===== src/rtl/faconf_defs.svh =====
`ifndef FACONF_DEFS_SVH
`define FACONF_DEFS_SVH

// Byte addresses in the device register space.
`define FACONF_ADDR_FAULT_CFG  8'h19
`define FACONF_ADDR_MISC_CFG   8'h1a
`define FACONF_ADDR_ALARM_HI   8'h70
`define FACONF_ADDR_ALARM_LO   8'h71
`define FACONF_ADDR_WARN_HI    8'h74
`define FACONF_ADDR_WARN_LO    8'h75

// Store word indices.
`define FACONF_IDX_FAULT_CFG   1'b0
`define FACONF_IDX_MISC_CFG    1'b1

// Reset (shipping) values of the nonvolatile words.
`define FACONF_FAULT_CFG_RST   8'h00
`define FACONF_MISC_CFG_RST    8'h00

// Flag vector: bit 6 is the receive power low flag, never a fault source.
`define FACONF_RX_LOW_MASK     16'h0040

// Start current step of 0.375 mA, in microamperes.
`define FACONF_START_STEP_UA   13'h177

`endif


===== src/rtl/faconf_pkg.sv =====
package faconf_pkg;

  typedef struct packed {
    logic       warn_to_fault_en;
    logic       alarm_to_fault_en;
    logic       warning_transparent;
    logic       alarm_transparent;
    logic [3:0] start_current_code;
  } faconf_fault_cfg_s;

  typedef struct packed {
    logic shutdown_gate;
    logic table_offset_en;
    logic result_offset_en;
    logic fault_active_low;
    logic multipart_en;
    logic password_loc_hi;
    logic timeout_disable;
    logic spare;
  } faconf_misc_cfg_s;

  typedef struct packed {
    logic       wr_en;
    logic       rd_en;
    logic [7:0] addr;
    logic [7:0] wdata;
  } faconf_req_s;

endpackage


===== src/rtl/faconf_regs.sv =====
// Operation
// - Warn enable bit gates warnings onto fault.
// - Receive power low warning never causes fault.
// - Alarm enable bit gates alarms onto fault.
// - Receive power low alarm never causes fault.
// - Latched warnings clear on read or toggle.
// - Transparent warnings follow condition; read or toggle has no effect.
// - Latched alarms clear on read or toggle.
// - Transparent alarms follow condition; read or toggle has no effect.
// - Start current equals code times 0.375 mA.
// - After fault, loop precharges at start current.
// - Shutdown gate bit isolates shutdown from fault.
// - Table offset bit adds offset to lookup temperature.
// - Result offset bit adds offset to result.
// - Polarity bit selects fault output active level.
// - Multipart bit selects serial multipart mode.
// - Location bit selects password bytes 78h or 7Bh.
// - Timeout bit zero keeps bus timeout active.
// - Configuration survives reset; password needed for access.
`include "faconf_defs.svh"

module faconf_regs
  import faconf_pkg::*;
(
  // Clock and reset
  input  wire logic         core_clk,
  input  wire logic         rst,
  // Byte register port from the serial interface
  input  faconf_req_s       req,
  input  wire logic         password_valid,
  output logic        [7:0] rdata,
  // Monitor conditions and pins
  input  wire logic [15:0]  warn_cond,
  input  wire logic [15:0]  alarm_cond,
  input  wire logic         transmit_disable_in,
  input  wire logic         shutdown_pin_mode,
  // Temperature path
  input  wire logic [15:0]  temp_raw,
  input  wire logic [5:0]   temp_offset,
  output logic      [15:0]  temp_lut,
  output logic      [15:0]  temp_result,
  // Fault and laser loop
  output logic              transmit_fault_out,
  output logic              laser_shutdown_out,
  output logic      [12:0]  start_current_ua,
  output logic              precharge_load,
  // Serial interface options
  output logic              multipart_mode,
  output logic              timeout_active,
  output logic              password_loc_hi
);

  function automatic logic [15:0] add_offset(input logic [15:0] t, input logic [5:0] o,
                                             input logic en);
    add_offset = en ? t + {{10{o[5]}}, o} : t;
  endfunction

  logic [7:0]        word0;
  logic [7:0]        word1;
  faconf_fault_cfg_s fcfg;
  faconf_misc_cfg_s  mcfg;
  logic [15:0]       warn_flags;
  logic [15:0]       alarm_flags;
  logic              dis_meta;
  logic              dis_sync;
  logic              dis_prev;
  logic              fault_int;

  assign fcfg = faconf_fault_cfg_s'(word0);
  assign mcfg = faconf_misc_cfg_s'(word1);

  // Write decode; without a valid password nothing reaches the store.
  wire wr_fault  = req.wr_en && password_valid &&
                   (req.addr == `FACONF_ADDR_FAULT_CFG);
  wire wr_misc   = req.wr_en && password_valid &&
                   (req.addr == `FACONF_ADDR_MISC_CFG);
  wire store_wr  = wr_fault || wr_misc;
  wire store_idx = wr_misc ? `FACONF_IDX_MISC_CFG : `FACONF_IDX_FAULT_CFG;

  faconf_nvstore u_store (
    .core_clk (core_clk),
    .wr_en    (store_wr),
    .wr_idx   (store_idx),
    .wr_data  (req.wdata),
    .word0    (word0),
    .word1    (word1)
  );

  // Read decode and read-to-clear strobes per flag byte.
  wire rd_alarm_hi = req.rd_en && (req.addr == `FACONF_ADDR_ALARM_HI);
  wire rd_alarm_lo = req.rd_en && (req.addr == `FACONF_ADDR_ALARM_LO);
  wire rd_warn_hi  = req.rd_en && (req.addr == `FACONF_ADDR_WARN_HI);
  wire rd_warn_lo  = req.rd_en && (req.addr == `FACONF_ADDR_WARN_LO);
  wire dis_toggle  = dis_sync ^ dis_prev;

  logic [7:0] next_rdata;
  always_comb begin
    if (req.addr == `FACONF_ADDR_FAULT_CFG && password_valid) begin
      next_rdata = word0;
    end else if (req.addr == `FACONF_ADDR_MISC_CFG && password_valid) begin
      next_rdata = word1;
    end else if (req.addr == `FACONF_ADDR_ALARM_HI) begin
      next_rdata = alarm_flags[15:8];
    end else if (req.addr == `FACONF_ADDR_ALARM_LO) begin
      next_rdata = alarm_flags[7:0];
    end else if (req.addr == `FACONF_ADDR_WARN_HI) begin
      next_rdata = warn_flags[15:8];
    end else if (req.addr == `FACONF_ADDR_WARN_LO) begin
      next_rdata = warn_flags[7:0];
    end else begin
      next_rdata = 8'h00;
    end
  end

  wire [15:0] warn_clr  = {{8{rd_warn_hi}}, {8{rd_warn_lo}}} | {16{dis_toggle}};
  wire [15:0] alarm_clr = {{8{rd_alarm_hi}}, {8{rd_alarm_lo}}} | {16{dis_toggle}};

  // A condition present in the clearing cycle keeps its flag set.
  wire [15:0] next_warn_flags = fcfg.warning_transparent ? warn_cond :
                                (warn_flags & ~warn_clr) | warn_cond;
  wire [15:0] next_alarm_flags = fcfg.alarm_transparent ? alarm_cond :
                                 (alarm_flags & ~alarm_clr) | alarm_cond;

  wire warn_any  = |(warn_flags & ~`FACONF_RX_LOW_MASK);
  wire alarm_any = |(alarm_flags & ~`FACONF_RX_LOW_MASK);
  wire next_fault_int = (fcfg.warn_to_fault_en && warn_any) ||
                        (fcfg.alarm_to_fault_en && alarm_any);

  always_ff @(posedge core_clk) begin
    dis_meta <= transmit_disable_in;
    dis_sync <= dis_meta;
    dis_prev <= dis_sync;
  end

  always_ff @(posedge core_clk) begin
    if (rst) begin
      warn_flags  <= 16'h0000;
      alarm_flags <= 16'h0000;
      fault_int   <= 1'b0;
      rdata       <= 8'h00;
    end else begin
      warn_flags  <= next_warn_flags;
      alarm_flags <= next_alarm_flags;
      fault_int   <= next_fault_int;
      rdata       <= next_rdata;
    end
  end

  always_ff @(posedge core_clk) begin
    if (rst) begin
      transmit_fault_out <= 1'b0;
      laser_shutdown_out <= 1'b0;
      precharge_load     <= 1'b0;
    end else begin
      transmit_fault_out <= fault_int ^ mcfg.fault_active_low;
      laser_shutdown_out <= shutdown_pin_mode && !mcfg.shutdown_gate && fault_int;
      precharge_load     <= fault_int && !next_fault_int;
    end
  end

  always_ff @(posedge core_clk) begin
    if (rst) begin
      start_current_ua <= 13'h0000;
      temp_lut         <= 16'h0000;
      temp_result      <= 16'h0000;
      multipart_mode   <= 1'b0;
      timeout_active   <= 1'b1;
      password_loc_hi  <= 1'b0;
    end else begin
      start_current_ua <= 13'(fcfg.start_current_code) * `FACONF_START_STEP_UA;
      temp_lut         <= add_offset(temp_raw, temp_offset, mcfg.table_offset_en);
      temp_result      <= add_offset(temp_raw, temp_offset, mcfg.result_offset_en);
      multipart_mode   <= mcfg.multipart_en;
      timeout_active   <= !mcfg.timeout_disable;
      password_loc_hi  <= mcfg.password_loc_hi;
    end
  end

  // Reference sum for the offset checks, built from the raw inputs.
  wire [15:0] temp_plus = temp_raw + {{10{temp_offset[5]}}, temp_offset};
endmodule


===== src/rtl/faconf_nvstore.sv =====
`include "faconf_defs.svh"

// Two-word nonvolatile configuration store; contents survive rst.
module faconf_nvstore (
  // Clock
  input  wire logic       core_clk,
  // Write port
  input  wire logic       wr_en,
  input  wire logic       wr_idx,
  input  wire logic [7:0] wr_data,
  // Registered read data
  output logic      [7:0] word0,
  output logic      [7:0] word1
);

  // Programmed image at power-up; rst deliberately does not touch it.
  logic [7:0] mem [0:1] = '{`FACONF_FAULT_CFG_RST, `FACONF_MISC_CFG_RST};

  always_ff @(posedge core_clk) begin
    if (wr_en) begin
      mem[wr_idx] <= wr_data;
    end
    word0 <= mem[0];
    word1 <= mem[1];
  end

endmodule


===== config.mk =====
export PLATFORM = sky130hd
export DESIGN_NAME = faconf_regs
export DESIGN_NICKNAME = d
export VERILOG_FILES = /design/src/rtl/faconf_pkg.sv /design/src/rtl/faconf_regs.sv /design/src/rtl/faconf_nvstore.sv
export VERILOG_INCLUDE_DIRS = /design/src /design/src/rtl
export SDC_FILE = /design/constraint.sdc
export NUM_CORES = 1
export LEC_CHECK = 0
export BUFFER_PORTS_ARGS = -buffer_cell sky130_fd_sc_hd__buf_4
export CAP_MARGIN = 20
export CORE_MARGIN = 2
export CORE_UTILIZATION = 49
export DETAILED_ROUTE_END_ITERATION = 10
export PLACE_DENSITY = 0.77
export RECOVER_POWER = 50
export SYNTH_ARGS = -nofsm -noshare
export SYNTH_HDL_FRONTEND = slang
export SYNTH_HIERARCHICAL = 1
export SYNTH_SLANG_ARGS = --single-unit
export TNS_END_PERCENT = 50

===== constraint.sdc =====
create_clock -name core_clk -period 2.9 [get_ports core_clk]
set_input_delay 0.145 -clock core_clk [delete_from_list [all_inputs] [get_ports core_clk]]
set_output_delay 0.145 -clock core_clk [all_outputs]
set_load 0.1 [all_outputs]

# Word-level counts from Yosys, hierarchy flattened
# Memory sizes are Yosys's and may differ from the RTL's. A register that Yosys moved wholly into a read port is not among the register bits.
# Index checks and enable logic that the tools add are counted.
# classes
bitwise_logic	10
muxes	13
n_reduce_logical	21
eq_ne	6
mul	1
n_addsub	1
# ops
cell	count
16-bit two-way mux	4
16-bit bitwise OR	4
8-bit two-way mux	6
16-bit bitwise AND	2
8-bit by 7-bit equality test with 1-bit output, second input constant	4
16-bit NOT	2
15-bit OR reduction	2
16-bit adder	1
8-bit by 5-bit equality test with 1-bit output, second input constant	2
1-bit logical AND	14
4-bit by 9-bit multiplier with 13-bit output, second input constant	1
1-bit logical NOT	3
1-bit two-way mux	3
1-bit logical OR	2
1-bit bitwise XOR	2
# totals
regBits	95
mem_count	1
ram_bits	16
out_inout_bits	59
# memory_table
name	depth	width	read_ports	rd_ports_with_merged_regs	write_ports	line	rtl
u_store.mem	2	8	2	2	1	faconf_nvstore.sv:17	logic [7:0] mem [0:1] = '{`FACONF_FAULT_CFG_RST, `FACONF_MISC_CFG_RST};

# Depth between registers and ports, before layout
# Gate-level depths: netlist of the first run.
# logic_depth
depth_word	7
depth_mapped	11
mapped_depth_nobuf	11

# Cells and area by module
# Netlist of the first run, hierarchy kept.
# by_module_without_submodules
module	area_each_um2	n_inst	cells_per_inst
faconf_regs	5081.1	1	583
faconf_nvstore	817.0	1	34

# Worst setup path after synthesis of the first run
# OpenSTA, ideal clock, no wires.
# synth_path
path_kind	reg2reg
from	register u_store.word0[2] (read register of u_store.mem)
to	register start_current_ua[10]
slack_ps	162
setup_time_ps	121
arrival_ps	2617
path_stages_with_launch	10
cell_sequence	dfxtp_1 fa_1 ha_1 inv_1 fa_1 a311oi_1 o21a_1 nor3_1 o21ai_0 mux2_2
# synth_via
elab_chain_cells	1
# synth_rtl
element	line	rtl
from (decl)	faconf_nvstore.sv:12	output logic [7:0] word0,
4-bit by 9-bit multiplier with 13-bit output (no source line)	n/a	
to (signal assigned)	faconf_regs.sv:170	start_current_ua <= 13'(fcfg.start_current_code) * `FACONF_START_STEP_UA;
to (decl)	faconf_regs.sv:45	output logic [12:0] start_current_ua,
# No other way between the ends.
# A chain may end at the register's enable or synchronous reset.

# Final worst setup path of the first run
# layout_path
from	register u_store.word0[1] (read register of u_store.mem)
to	register start_current_ua[11]
# The elaborated chain is that of the path after synthesis.

==> summary.txt, run 1 <==
Setup path
  – Reg2Reg Depth: 9
  – Worst-path cell chain: fa_1, ha_4, ha_1, a211oi_1, a2111o_1, a2111oi_2, a311oi_1, xor2_1, nor2_1
  – Worst Setup End Kind: flop
  – Worst r2r dst: start_current_ua[11]$_SDFF_PP0_
  – Cell family with most CP delay: adder cells
  – Worst endpoint data arrival time: between 3 and 4 ns
  – Critical R2R Launch: u_store/word0[1]$_DFF_P_
  – Critical Path Max Stage Delay: approximately 0.59 ns
  – R2r setup slk: just under 0.09 ns
  – Max FO, Critical Path: 4
  – Startpoint Class: flop
  – Bufs and invs on worst path: 0
  – Critical path class: reg -> reg
  – Req. time, crit path: around 3.3 ns
  – CP max-delay cell: fa_1

Route
  – Metal-1 WL: 6.53 mm
  – Total length of routed met2 wires: roughly 7.7 mm
  – Metal3 WL: 963 microns
  – Post-Route WL: about 16 mm
  – DR iter-0 viols: about 350
  – Drt wl/cell: between 15 and 20 microns
  – Post-route ant nets: 0
  – 1st-pass router iterations: 5
  – Highest metal used: met4
  – Residual DRC: 0
  – Vias post-DR: about 5,300
  – Vias/cell: ~5.5

CTS
  – Setup Buffers After CTS: 0
  – Longest Clk Path Bufs: 2
  – Clock slew at reported path FFs: about 0.06 ns
  – Htree depth: 4
  – CTS tree: yes
  – Clock latency on the worst-skew pair: 0.42 ns
  – CTS sink cnt: 127
  – Clock buffer count from CTS: 17
  – Clk root buf: clkbuf_16

GRT
  – Total global-route track usage: about a quarter
  – Vias in the first global route: 5,113
  – Antenna violations before repair: 0
  – Gr ovfl total: 0
  – Largest net degree at the start of global routing: 66
  – First-pass GRT wire length: 24.2 mm

Floorplan
  – DIE WIDTH: roughly 110 microns
  – DIE AREA: roughly 13,000 sq um
  – Row Count: 40
  – Io pins: around 140
  – Core ar.: approximately 12,000 sq um
  – Height of the die: between 100 and 150 microns
  – Initial Utilization: 49.7%

Final layout
  – Layout Cells excl Fill: approximately 970
  – Filler cells: around 960
  – Fin util: approximately two thirds
  – Layout cells sized above 1: a little under a fifth
  – Nets: 920
  – Ant diodes: 0
  – Layout area overhead: 35.3%

Synth
  – Synth Register Bits: 127
  – Area contributors post-synth: dfxtp_1, edfxtp_1, ha_1
  – Post-synthesis sequential area ratio: around 46%
  – Top-count cell post-synth: dfxtp_1
  – Syn Area/Cell: 9.56 sq um
  – Netlist cell types: 70
  – Area leader, netlist: dfxtp_1
  – Post-synth EDFFs: 16
  – Async SR Flop Fraction: 0%
  – Yosys top cell area share: 37.7%
  – Synthesized area: about 5900 sq um
  – Syn Nets: 730
  – Commonest cells post-synth: dfxtp_1, nor2_1, a21oi_1, ha_1, nand2b_1
  – Cell count after synthesis: a little over 600
  – Yosys warnings: 6
  – Synth Flop Type: dfxtp_1

Placement
  – HPWL after detailed placement: 10.8 mm
  – GP Congestion: ~0.86
  – Port bufs: around 140
  – Placed Cells: approximately 900

Pwr
  – Design Power: between 4000 and 5000 uW
  – Power Density: a little over 600 nW/um^2
  – LEAKAGE: about 0.0033 uW
  – VDD IR max: 0.489 mV

STA
  – Slew Limit Headroom: 17.1%
  – Final Setup Violations: 0
  – Period Utilization, post-route: between 90% and 100%
  – Fmax: 355 MHz
  – Final Hold Slack: 0.0220 ns
  – Slew Viols, Final: 0
  – Slew @ Worst Pin: between 1 and 1.5 ns
  – Final Critical Period: about 2.8 ns
  – Clock skew: 0.00724 ns
  – Final hold vios: 0

Min path
  – Min-Delay Path Class: in -> reg
  – Hold Path Depth: 3
  – End of the worst hold path: temp_result[9]$_SDFF_PP0_
  – Min-delay src: temp_raw[9]

Job
  – Max Cap Viol: 0

Status
  – Run status: completed
[cell usage in the layout (no fill, tap or decap), types with 9 or more instances in the layout]
cell type      instances
inv_1                 23
o21ai_0               20
nor3_1                22
nor2b_1                9
clkbuf_16             18
nor2_1                78
o22ai_1               13
dfxtp_1              108
nand2_1               23
nand2b_1              29
dlygate4sd3_1         47
ha_1                  27
buf_4                 81
a21oi_1               59
edfxtp_1              16
clkbuf_1              65
mux2i_1               14
[flip-flops by register name (all words and copies together), names as in the netlist, 8 cells and up]
name and flops:
temp_result 16, u_store/mem 16, u_store/word0 8, rdata 8
warn_flags 16, alarm_flags 16, temp_lut 16, start_current_ua 13
u_store/word1 8
[layout make-up]
| type | instances | area [sq um] | area share, % |
|---|---|---|---|
| clock buffers | 20 | 458 | 5.74 |
| clock inverters | 12 | 148 | 1.85 |
| inverters | 23 | 86.3 | 1.08 |
| multi-input cells | 442 | 3050 | 38.2 |
| flip-flops and latches | 127 | 2710 | 33.9 |
| well taps | 147 | 184 | 2.30 |
| repair buffers | 196 | 1350 | 16.9 |
[power by group]
group          internal [uW]  switching (uW)  total [uW]
Clock                   1340             828        2160
Sequential              1860            37.7        1890
Combinational            266             601         867
Total                   3460            1470        4920
[cell families after synthesis]
family | after synthesis | synth area share, %
DFF | 127 | 45.8
xor gates and xnor gates | 16 | 2.38
muxes | 21 | 4.28
and+or+nand+nor | 215 | 18.9
AOI/OAI and AO/OA | 152 | 16.5
adders and majority gates | 38 | 8.74
buffers and inverters | 48 | 3.29
[worst min-delay path, delay by kind of cell]
| family | cells | cell delay, ns |
|---|---|---|
| AO/OA/AOI/OAI | 1 | 0.07 |
| buffers and inverters | 1 | 0.12 |
| AND/OR/NAND/NOR | 1 | 0.06 |
[stage by stage]
stage	worst slack, ns	TNS [ns]	instance area (sq um)
after floorplan	0.162	0	5900
after global placement	0.124	0	7090
after detailed placement	0.00693	0	7090
after CTS	0.00444	0	8170
after global routing	-0.0119	-0.0219	7980
final	0.0868	0	7980
[how the worst max path moves through the flow]
stage,startpoint,endpoint,slack (ns),cells after the start
2_1_floorplan,u_store/word0[2]$_DFF_P_,start_current_ua[10]$_SDFF_PP0_,0.16,9
3_3_place_gp,u_store/word0[3]$_DFF_P_,start_current_ua[11]$_SDFF_PP0_,0.12,9
3_5_place_dp,u_store/word0[3]$_DFF_P_,start_current_ua[11]$_SDFF_PP0_,0.007,9
4_1_cts,u_store/word0[3]$_DFF_P_,start_current_ua[11]$_SDFF_PP0_,0.004,9
5_1_grt,u_store/word0[1]$_DFF_P_,start_current_ua[11]$_SDFF_PP0_,-0.01,9
6_report,u_store/word0[1]$_DFF_P_,start_current_ua[11]$_SDFF_PP0_,0.09,9
[layer usage]
layer  vias to the layer above  GRT usage (%)
met5                         -              0
li1                       2607              -
met1                      2490           28.7
met3                        25           6.22
met2                       194           41.5
met4                         0           9.84
[repair_timing]
item	in CTS	in global routing
setup endpoints to repair	1	3
endpoints found under the hold margin	59	0
pin swaps	0	1
hold buffers	47	0
gates resized for setup	1	9
No activity file was read; power rests on OpenSTA's default activity.
==> run 2, diff against run 1 <==
--- a/config.mk
+++ b/config.mk
@@ -11,4 +11,5 @@
 export CORE_MARGIN = 2
 export CORE_UTILIZATION = 49
+export CTS_CLUSTER_SIZE = 14
 export DETAILED_ROUTE_END_ITERATION = 10
 export PLACE_DENSITY = 0.77
==> constraint.sdc (replaced) <==
create_clock -name core_clk -period 2.9 [get_ports core_clk]
set_input_delay 0.145 -clock core_clk [delete_from_list [all_inputs] [get_ports core_clk]]
set_output_delay 0.145 -clock core_clk [all_outputs]
set_load 0.005 [all_outputs]
==> run 2 against run 1 <==
Compared with the run above:
- worst setup slack got worse by 0.0029 ns
- hold slack improved by 0.0015 ns
- first-iteration DRC count decreased by 2.0%
- global-route usage unchanged
- routed wire length decreased by 0.84%
- utilization increased by 1.7 points
- final cell count unchanged
- sequential power about the same
- critical path type unchanged
==> summary.txt, run 2 (same netlist as run 1, synthesis figures left out) <==
CTS
  – Clock buffer count from CTS: 17
  – Clk root buf: clkbuf_16
  – Htree depth: 4
  – Longest Clk Path Bufs: 2
  – Clock latency on the worst-skew pair: approximately 0.42 ns
  – CTS tree: yes
  – Clock slew at reported path FFs: about 0.06 ns
  – CTS sink cnt: 127

Pwr
  – Design Power: about 4600 uW
  – Switching part of the total: between 20% and 30%
  – Combinational share of power: approximately 12%
  – VDD IR max: roughly 0.48 mV
  – Clk pwr share: 46.7%
  – Internal Pwr Total: 3490 uW
  – Sw power: between 1000 and 1500 uW
  – Power Density: between 500 and 600 nW/um^2
  – LEAKAGE: 0.00353 uW
  – Reg power frac: roughly two fifths

Final layout
  – Ant diodes: 0
  – Nets: 920
  – Layout area overhead: 38.7%
  – Layout Cells excl Fill: about 970
  – Commonest cells after routing, fill and taps aside: dfxtp_1, buf_4, nor2_1
  – Most common cell after layout, fill and taps aside: dfxtp_1
  – Layout cells sized above 1: approximately a quarter
  – Fin util: between 60% and 70%

Placement
  – Port bufs: 135
  – Placed Cells: ~900
  – HPWL after detailed placement: between 10 and 15 mm
  – Worst slack at placement: 0.00693 ns
  – GP Congestion: about 0.86

Floorplan
  – Initial Utilization: slightly below 50%
  – Row Count: 40
  – DIE WIDTH: ~110 microns
  – Io pins: 136
  – DIE AREA: approximately 13,000 sq um
  – Core ar.: between 10,000 and 15,000 sq um
  – Height of the die: 114 microns

Status
  – Run status: completed

Job
  – Max Cap Viol: 0

Setup path
  – Worst endpoint data arrival time: about 3.2 ns
  – Crit path launch: u_store/word0[1]$_DFF_P_
  – R2r setup slk: roughly 0.084 ns
  – Critical path class: reg -> reg
  – Critical path depth: 9
  – Req. time, crit path: roughly 3.3 ns
  – Cell family with most CP delay: adder cells
  – Worst setup path end: start_current_ua[11]$_SDFF_PP0_
  – Critical Path Max Stage Delay: approximately 0.59 ns
  – CP max-delay cell: fa_1
  – Max FO, Critical Path: 4
  – Bufs and invs on worst path: 0
  – Worst r2r dst: start_current_ua[11]$_SDFF_PP0_
  – Worst Setup End Kind: flop
  – Reg2Reg Depth: 9
  – Critical R2R Launch: u_store/word0[1]$_DFF_P_
  – Worst-path cell chain: fa_1, ha_4, ha_1, a211oi_1, a2111o_1, a2111oi_2, a311oi_1, xor2_1, nor2_1
  – Startpoint Class: flop

Route
  – Post-route ant nets: 0
  – Vias post-DR: 5,362
  – 1st-pass router iterations: 4
  – Vias/cell: 5.54
  – Post-Route WL: between 15 and 20 mm
  – Residual DRC: 0
  – Drt wl/cell: approximately 16 microns
  – DR iter-0 viols: approximately 340

STA
  – Slew Limit Headroom: about 15%
  – Final worst setup slack: between 0.08 and 0.09 ns
  – Fmax: 355 MHz
  – Final Critical Period: 2.82 ns
  – Final Setup Violations: 0
  – Slew Viols, Final: 0
  – Slew @ Worst Pin: between 1 and 1.5 ns
  – Final Hold Slack: 0.0235 ns
  – Final hold vios: 0
  – Period Utilization, post-route: between 90% and 100%
  – Clock skew: 0.00686 ns

GRT
  – Total global-route track usage: roughly 24%
  – Gr ovfl total: 0
  – Largest net degree at the start of global routing: 66
  – Antenna violations before repair: 0
  – First-pass GRT wire length: between 20 and 25 mm
  – Vias in the first global route: just over 5,000

Min path
  – Min-Delay Path Class: in -> reg
==> run 2: cell counts in the layout (fill, tap and decap cells not counted) <==
No cell type changed its count.
==> run 2: repair_timing <==
item,CTS,global route
buffers inserted,0,0
gates resized for setup,1,9
hold endpoints to repair,59,0
pin swaps,0,1
endpoints found under the setup margin,1,3
hold buffers,47,0
==> run 2: layout make-up <==
cell class / count / area [sq um]
clock inverter: 12 / 148
inverter: 23 / 86.3
multi-input combinational: 442 / 3050
tap: 147 / 184
sequential: 127 / 2710
fill: 895 / 3680
clock buffer: 20 / 458
timing repair buffer: 196 / 1560
==> run 2: worst min path at each step <==
stage / start / endpoint / slack (ns) / cells after the start
after floorplan: transmit_disable_in / dis_meta$_DFF_P_ / 0.17 / 0
after global placement: transmit_disable_in / dis_meta$_DFF_P_ / 0.25 / 1
after detailed placement: transmit_disable_in / dis_meta$_DFF_P_ / 0.26 / 1
after CTS: temp_raw[15] / temp_result[15]$_SDFF_PP0_ / 0.01 / 3
after global routing: temp_raw[9] / temp_result[9]$_SDFF_PP0_ / 0.02 / 3
final: temp_raw[11] / temp_lut[11]$_SDFF_PP0_ / 0.02 / 3
==> run 2: worst reg2reg max path, stage by stage, from the launching register on <==
cell       delay (ns)
dfxtp_2          0.34
fa_1             0.59
ha_4             0.23
ha_1             0.32
a211oi_1         0.09
a2111o_1         0.41
a2111oi_2        0.36
a311oi_1         0.11
xor2_1           0.18
nor2_1           0.11
==> run 2: power by group through the flow <==
stage | logic (uW) | registers [uW] | clock network [uW]
final | 572 | 1890 | 2160
after global routing | 628 | 1900 | 2280
after CTS | 574 | 1890 | 2170
after detailed placement | 521 | 1930 | 0
after global placement | 509 | 1930 | 0
after floorplan | 294 | 1930 | 0
==> run 2: per-layer routing <==
| metal | track usage (%) | part of all wire (%) | vias up |
|---|---|---|---|
| li1 | - | - | 2607 |
| met1 | 28.7 | 41 | 2520 |
| met3 | 6.22 | 6.4 | 23 |
| met2 | 41.5 | 50 | 212 |
| met5 | 0 | 0 | - |
| met4 | 9.84 | 2.0 | 0 |
==> run 2: per-stage QoR <==
step                cell area, sq um  TNS [ns]
CTS                             8170         0
detailed placement              7090         0
floorplan                       5900         0
finish                          8180         0
global placement                7090         0
global route                    8180   -0.0219
==> run 3, diff against run 2 <==
--- a/config.mk
+++ b/config.mk
@@ -13,4 +13,5 @@
 export CTS_CLUSTER_SIZE = 14
 export DETAILED_ROUTE_END_ITERATION = 10
+export GPL_TIMING_DRIVEN = 0
 export PLACE_DENSITY = 0.77
 export RECOVER_POWER = 50
==> constraint.sdc (replaced) <==
create_clock -name core_clk -period 2.9 [get_ports core_clk]
set_input_delay 0.145 -clock core_clk [delete_from_list [all_inputs] [get_ports core_clk]]
set_output_delay 0.145 -clock core_clk [all_outputs]
set_load 0.01 [all_outputs]
==> run 3 against run 2 <==
Compared with the run above:
- non-clock buffer count is 13 higher
- highest routed layer unchanged
- sequential share of layout area increased by 0.62 points
- worst setup slack lost 0.057 ns
- utilization down 1.0 points
==> summary.txt, run 3 (same netlist as run 1, synthesis figures left out) <==
Setup path
  – Worst endpoint data arrival time: 3.17 ns
  – Worst Setup End Kind: flop
  – Crit path launch: u_store/word0[3]$_DFF_P_
  – Startpoint Class: flop
  – Req. time, crit path: around 3.2 ns
  – Reg2Reg Depth: 9
  – Worst r2r dst: start_current_ua[11]$_SDFF_PP0_
  – Critical path class: reg -> reg
  – Max FO, Critical Path: 6
  – R2r setup slk: between 0.02 and 0.03 ns
  – Critical R2R Launch: u_store/word0[3]$_DFF_P_

STA
  – Fmax: roughly 350 MHz
  – Setup TNS: 0 ns
  – Clock skew: 0.00715 ns
  – Final Setup Violations: 0
  – Final Critical Period: 2.87 ns
  – Final worst setup slack: between 0.02 and 0.03 ns
  – Slew @ Worst Pin: just over 0.8 ns
  – Period Utilization, post-route: between 90% and 100%
  – Slew Viols, Final: 0
  – Final hold vios: 0
  – Slew Limit Headroom: 44.6%
  – RSZ-0062 raised after global routing: yes

CTS
  – CTS sink cnt: 127
  – Clock buffer count from CTS: 17
  – Htree depth: 4
  – Clk root buf: clkbuf_16
  – Longest Clk Path Bufs: 2
  – CTS tree: yes
  – Clock latency on the worst-skew pair: roughly 0.42 ns
  – Clock slew at reported path FFs: roughly 0.06 ns

Floorplan
  – Row Count: 40
  – Io pins: roughly 140
  – Initial Utilization: between 40% and 50%
  – Height of the die: 114 microns
  – DIE AREA: about 13,000 sq um
  – DIE WIDTH: roughly 110 microns
  – Core ar.: 11,900 sq um

Placement
  – Worst slack at placement: -0.201 ns
  – Port bufs: ~130
  – HPWL after detailed placement: 11.8 mm
  – GP Congestion: approximately 0.95

Final layout
  – Layout area overhead: 36.6%
  – Ant diodes: 0
  – Commonest cells after routing, fill and taps aside: dfxtp_1, clkbuf_1, nor2_1
  – Layout cells sized above 1: roughly a fifth
  – Nets: roughly 930
  – Most common cell after layout, fill and taps aside: dfxtp_1

Route
  – Post-route ant nets: 0
  – 1st-pass router iterations: 5
  – Residual DRC: 0
  – Post-Route WL: 16.7 mm
  – Vias/cell: ~5.6
  – DR iter-0 viols: 405
  – Vias post-DR: 5,517
  – Drt wl/cell: about 17 microns

Min path
  – Min-Delay Path Class: in -> reg
  – Min-delay src: temp_raw[9]
  – End of the worst hold path: temp_result[9]$_SDFF_PP0_
  – Hold Path Depth: 3

Status
  – Run status: completed

GRT
  – Gr ovfl total: 0
  – Vias in the first global route: about 5,400
  – Total global-route track usage: approximately a quarter
  – Largest net degree at the start of global routing: 17
  – Antenna violations before repair: 0
  – First-pass GRT wire length: roughly 26 mm

Job
  – Max Cap Viol: 0

Pwr
  – VDD IR max: 0.484 mV
  – LEAKAGE: around 0.0033 uW
  – Power Density: ~560 nW/um^2
[run 3: cell count changes in the layout (fill, tap and decap cells not counted), sizes merged]
| cell | change |
|---|---|
| bufinv | -1 |
| inv | +1 |
| clkbuf | +17 |
| buf | -4 |
| clkinv | +2 |
| dlygate4sd3 | -2 |
[run 3: where the power goes]
group / leakage, uW / internal, uW / switching (uW)
sequential: 0.00107 / 1850 / 38.6
clock: 0.000282 / 1230 / 852
combinational: 0.00198 / 271 / 310
total: 0.00333 / 3350 / 1200
[run 3: layout make-up]
type / count / area [sq um]
inverters: 23 / 86.3
well taps: 147 / 184
plain buffers: 25 / 108
flip-flops and latches: 127 / 2720
clock inverters: 14 / 146
repair buffers: 184 / 1260
fillers: 975 / 3800
multi-input cells: 442 / 3120
clock buffers: 18 / 439
[run 3: critical path, stage by stage, from the launching register on]
cell	delay, ns
dfxtp_4	0.38
fa_1	0.59
ha_4	0.24
ha_4	0.27
nand2_1	0.07
a2111o_1	0.44
a2111oi_4	0.39
a311oi_2	0.07
xor2_1	0.20
nor2_1	0.08
[run 3: worst max-delay path by stage]
stage	to	slack (ns)	depth (start not counted)
after global placement	start_current_ua[10]$_SDFF_PP0_	-0.14	9
final	start_current_ua[11]$_SDFF_PP0_	0.03	9
after detailed placement	start_current_ua[10]$_SDFF_PP0_	-0.20	9
after global routing	start_current_ua[11]$_SDFF_PP0_	-0.08	11
after floorplan	start_current_ua[10]$_SDFF_PP0_	0.16	9
after CTS	start_current_ua[11]$_SDFF_PP0_	0.003	9
[run 3: layer usage]
metal  vias to the layer above  GRT usage, %  part of all wire, %
li1                       2641             -                    -
met5                         -             0                    0
met3                        38          6.75                  7.2
met1                      2584          31.2                   42
met4                         0          9.67                  2.3
met2                       254          43.8                   49
[run 3: per-stage QoR]
step | cells | power [uW] | util, % | hold slack, ns | instance area [sq um]
after floorplan | 617 | 2240 | - | 0.173 | 5900
after global placement | 897 | 2470 | 59.7 | 0.250 | 7080
after detailed placement | 897 | 2490 | 59.7 | 0.251 | 7080
after CTS | 976 | 4600 | 69.1 | 0.000525 | 8190
after global routing | 980 | 4730 | 67.9 | 0.00773 | 8060
final | 980 | 4550 | 67.9 | 0.0162 | 8060
[run 3: repair_timing]
action	CTS	global route
pin swaps	2	7
hold endpoints to repair	56	0
setup buffers	2	4
gates resized for setup	14	12
hold buffers	45	0
setup endpoints to repair	2	3
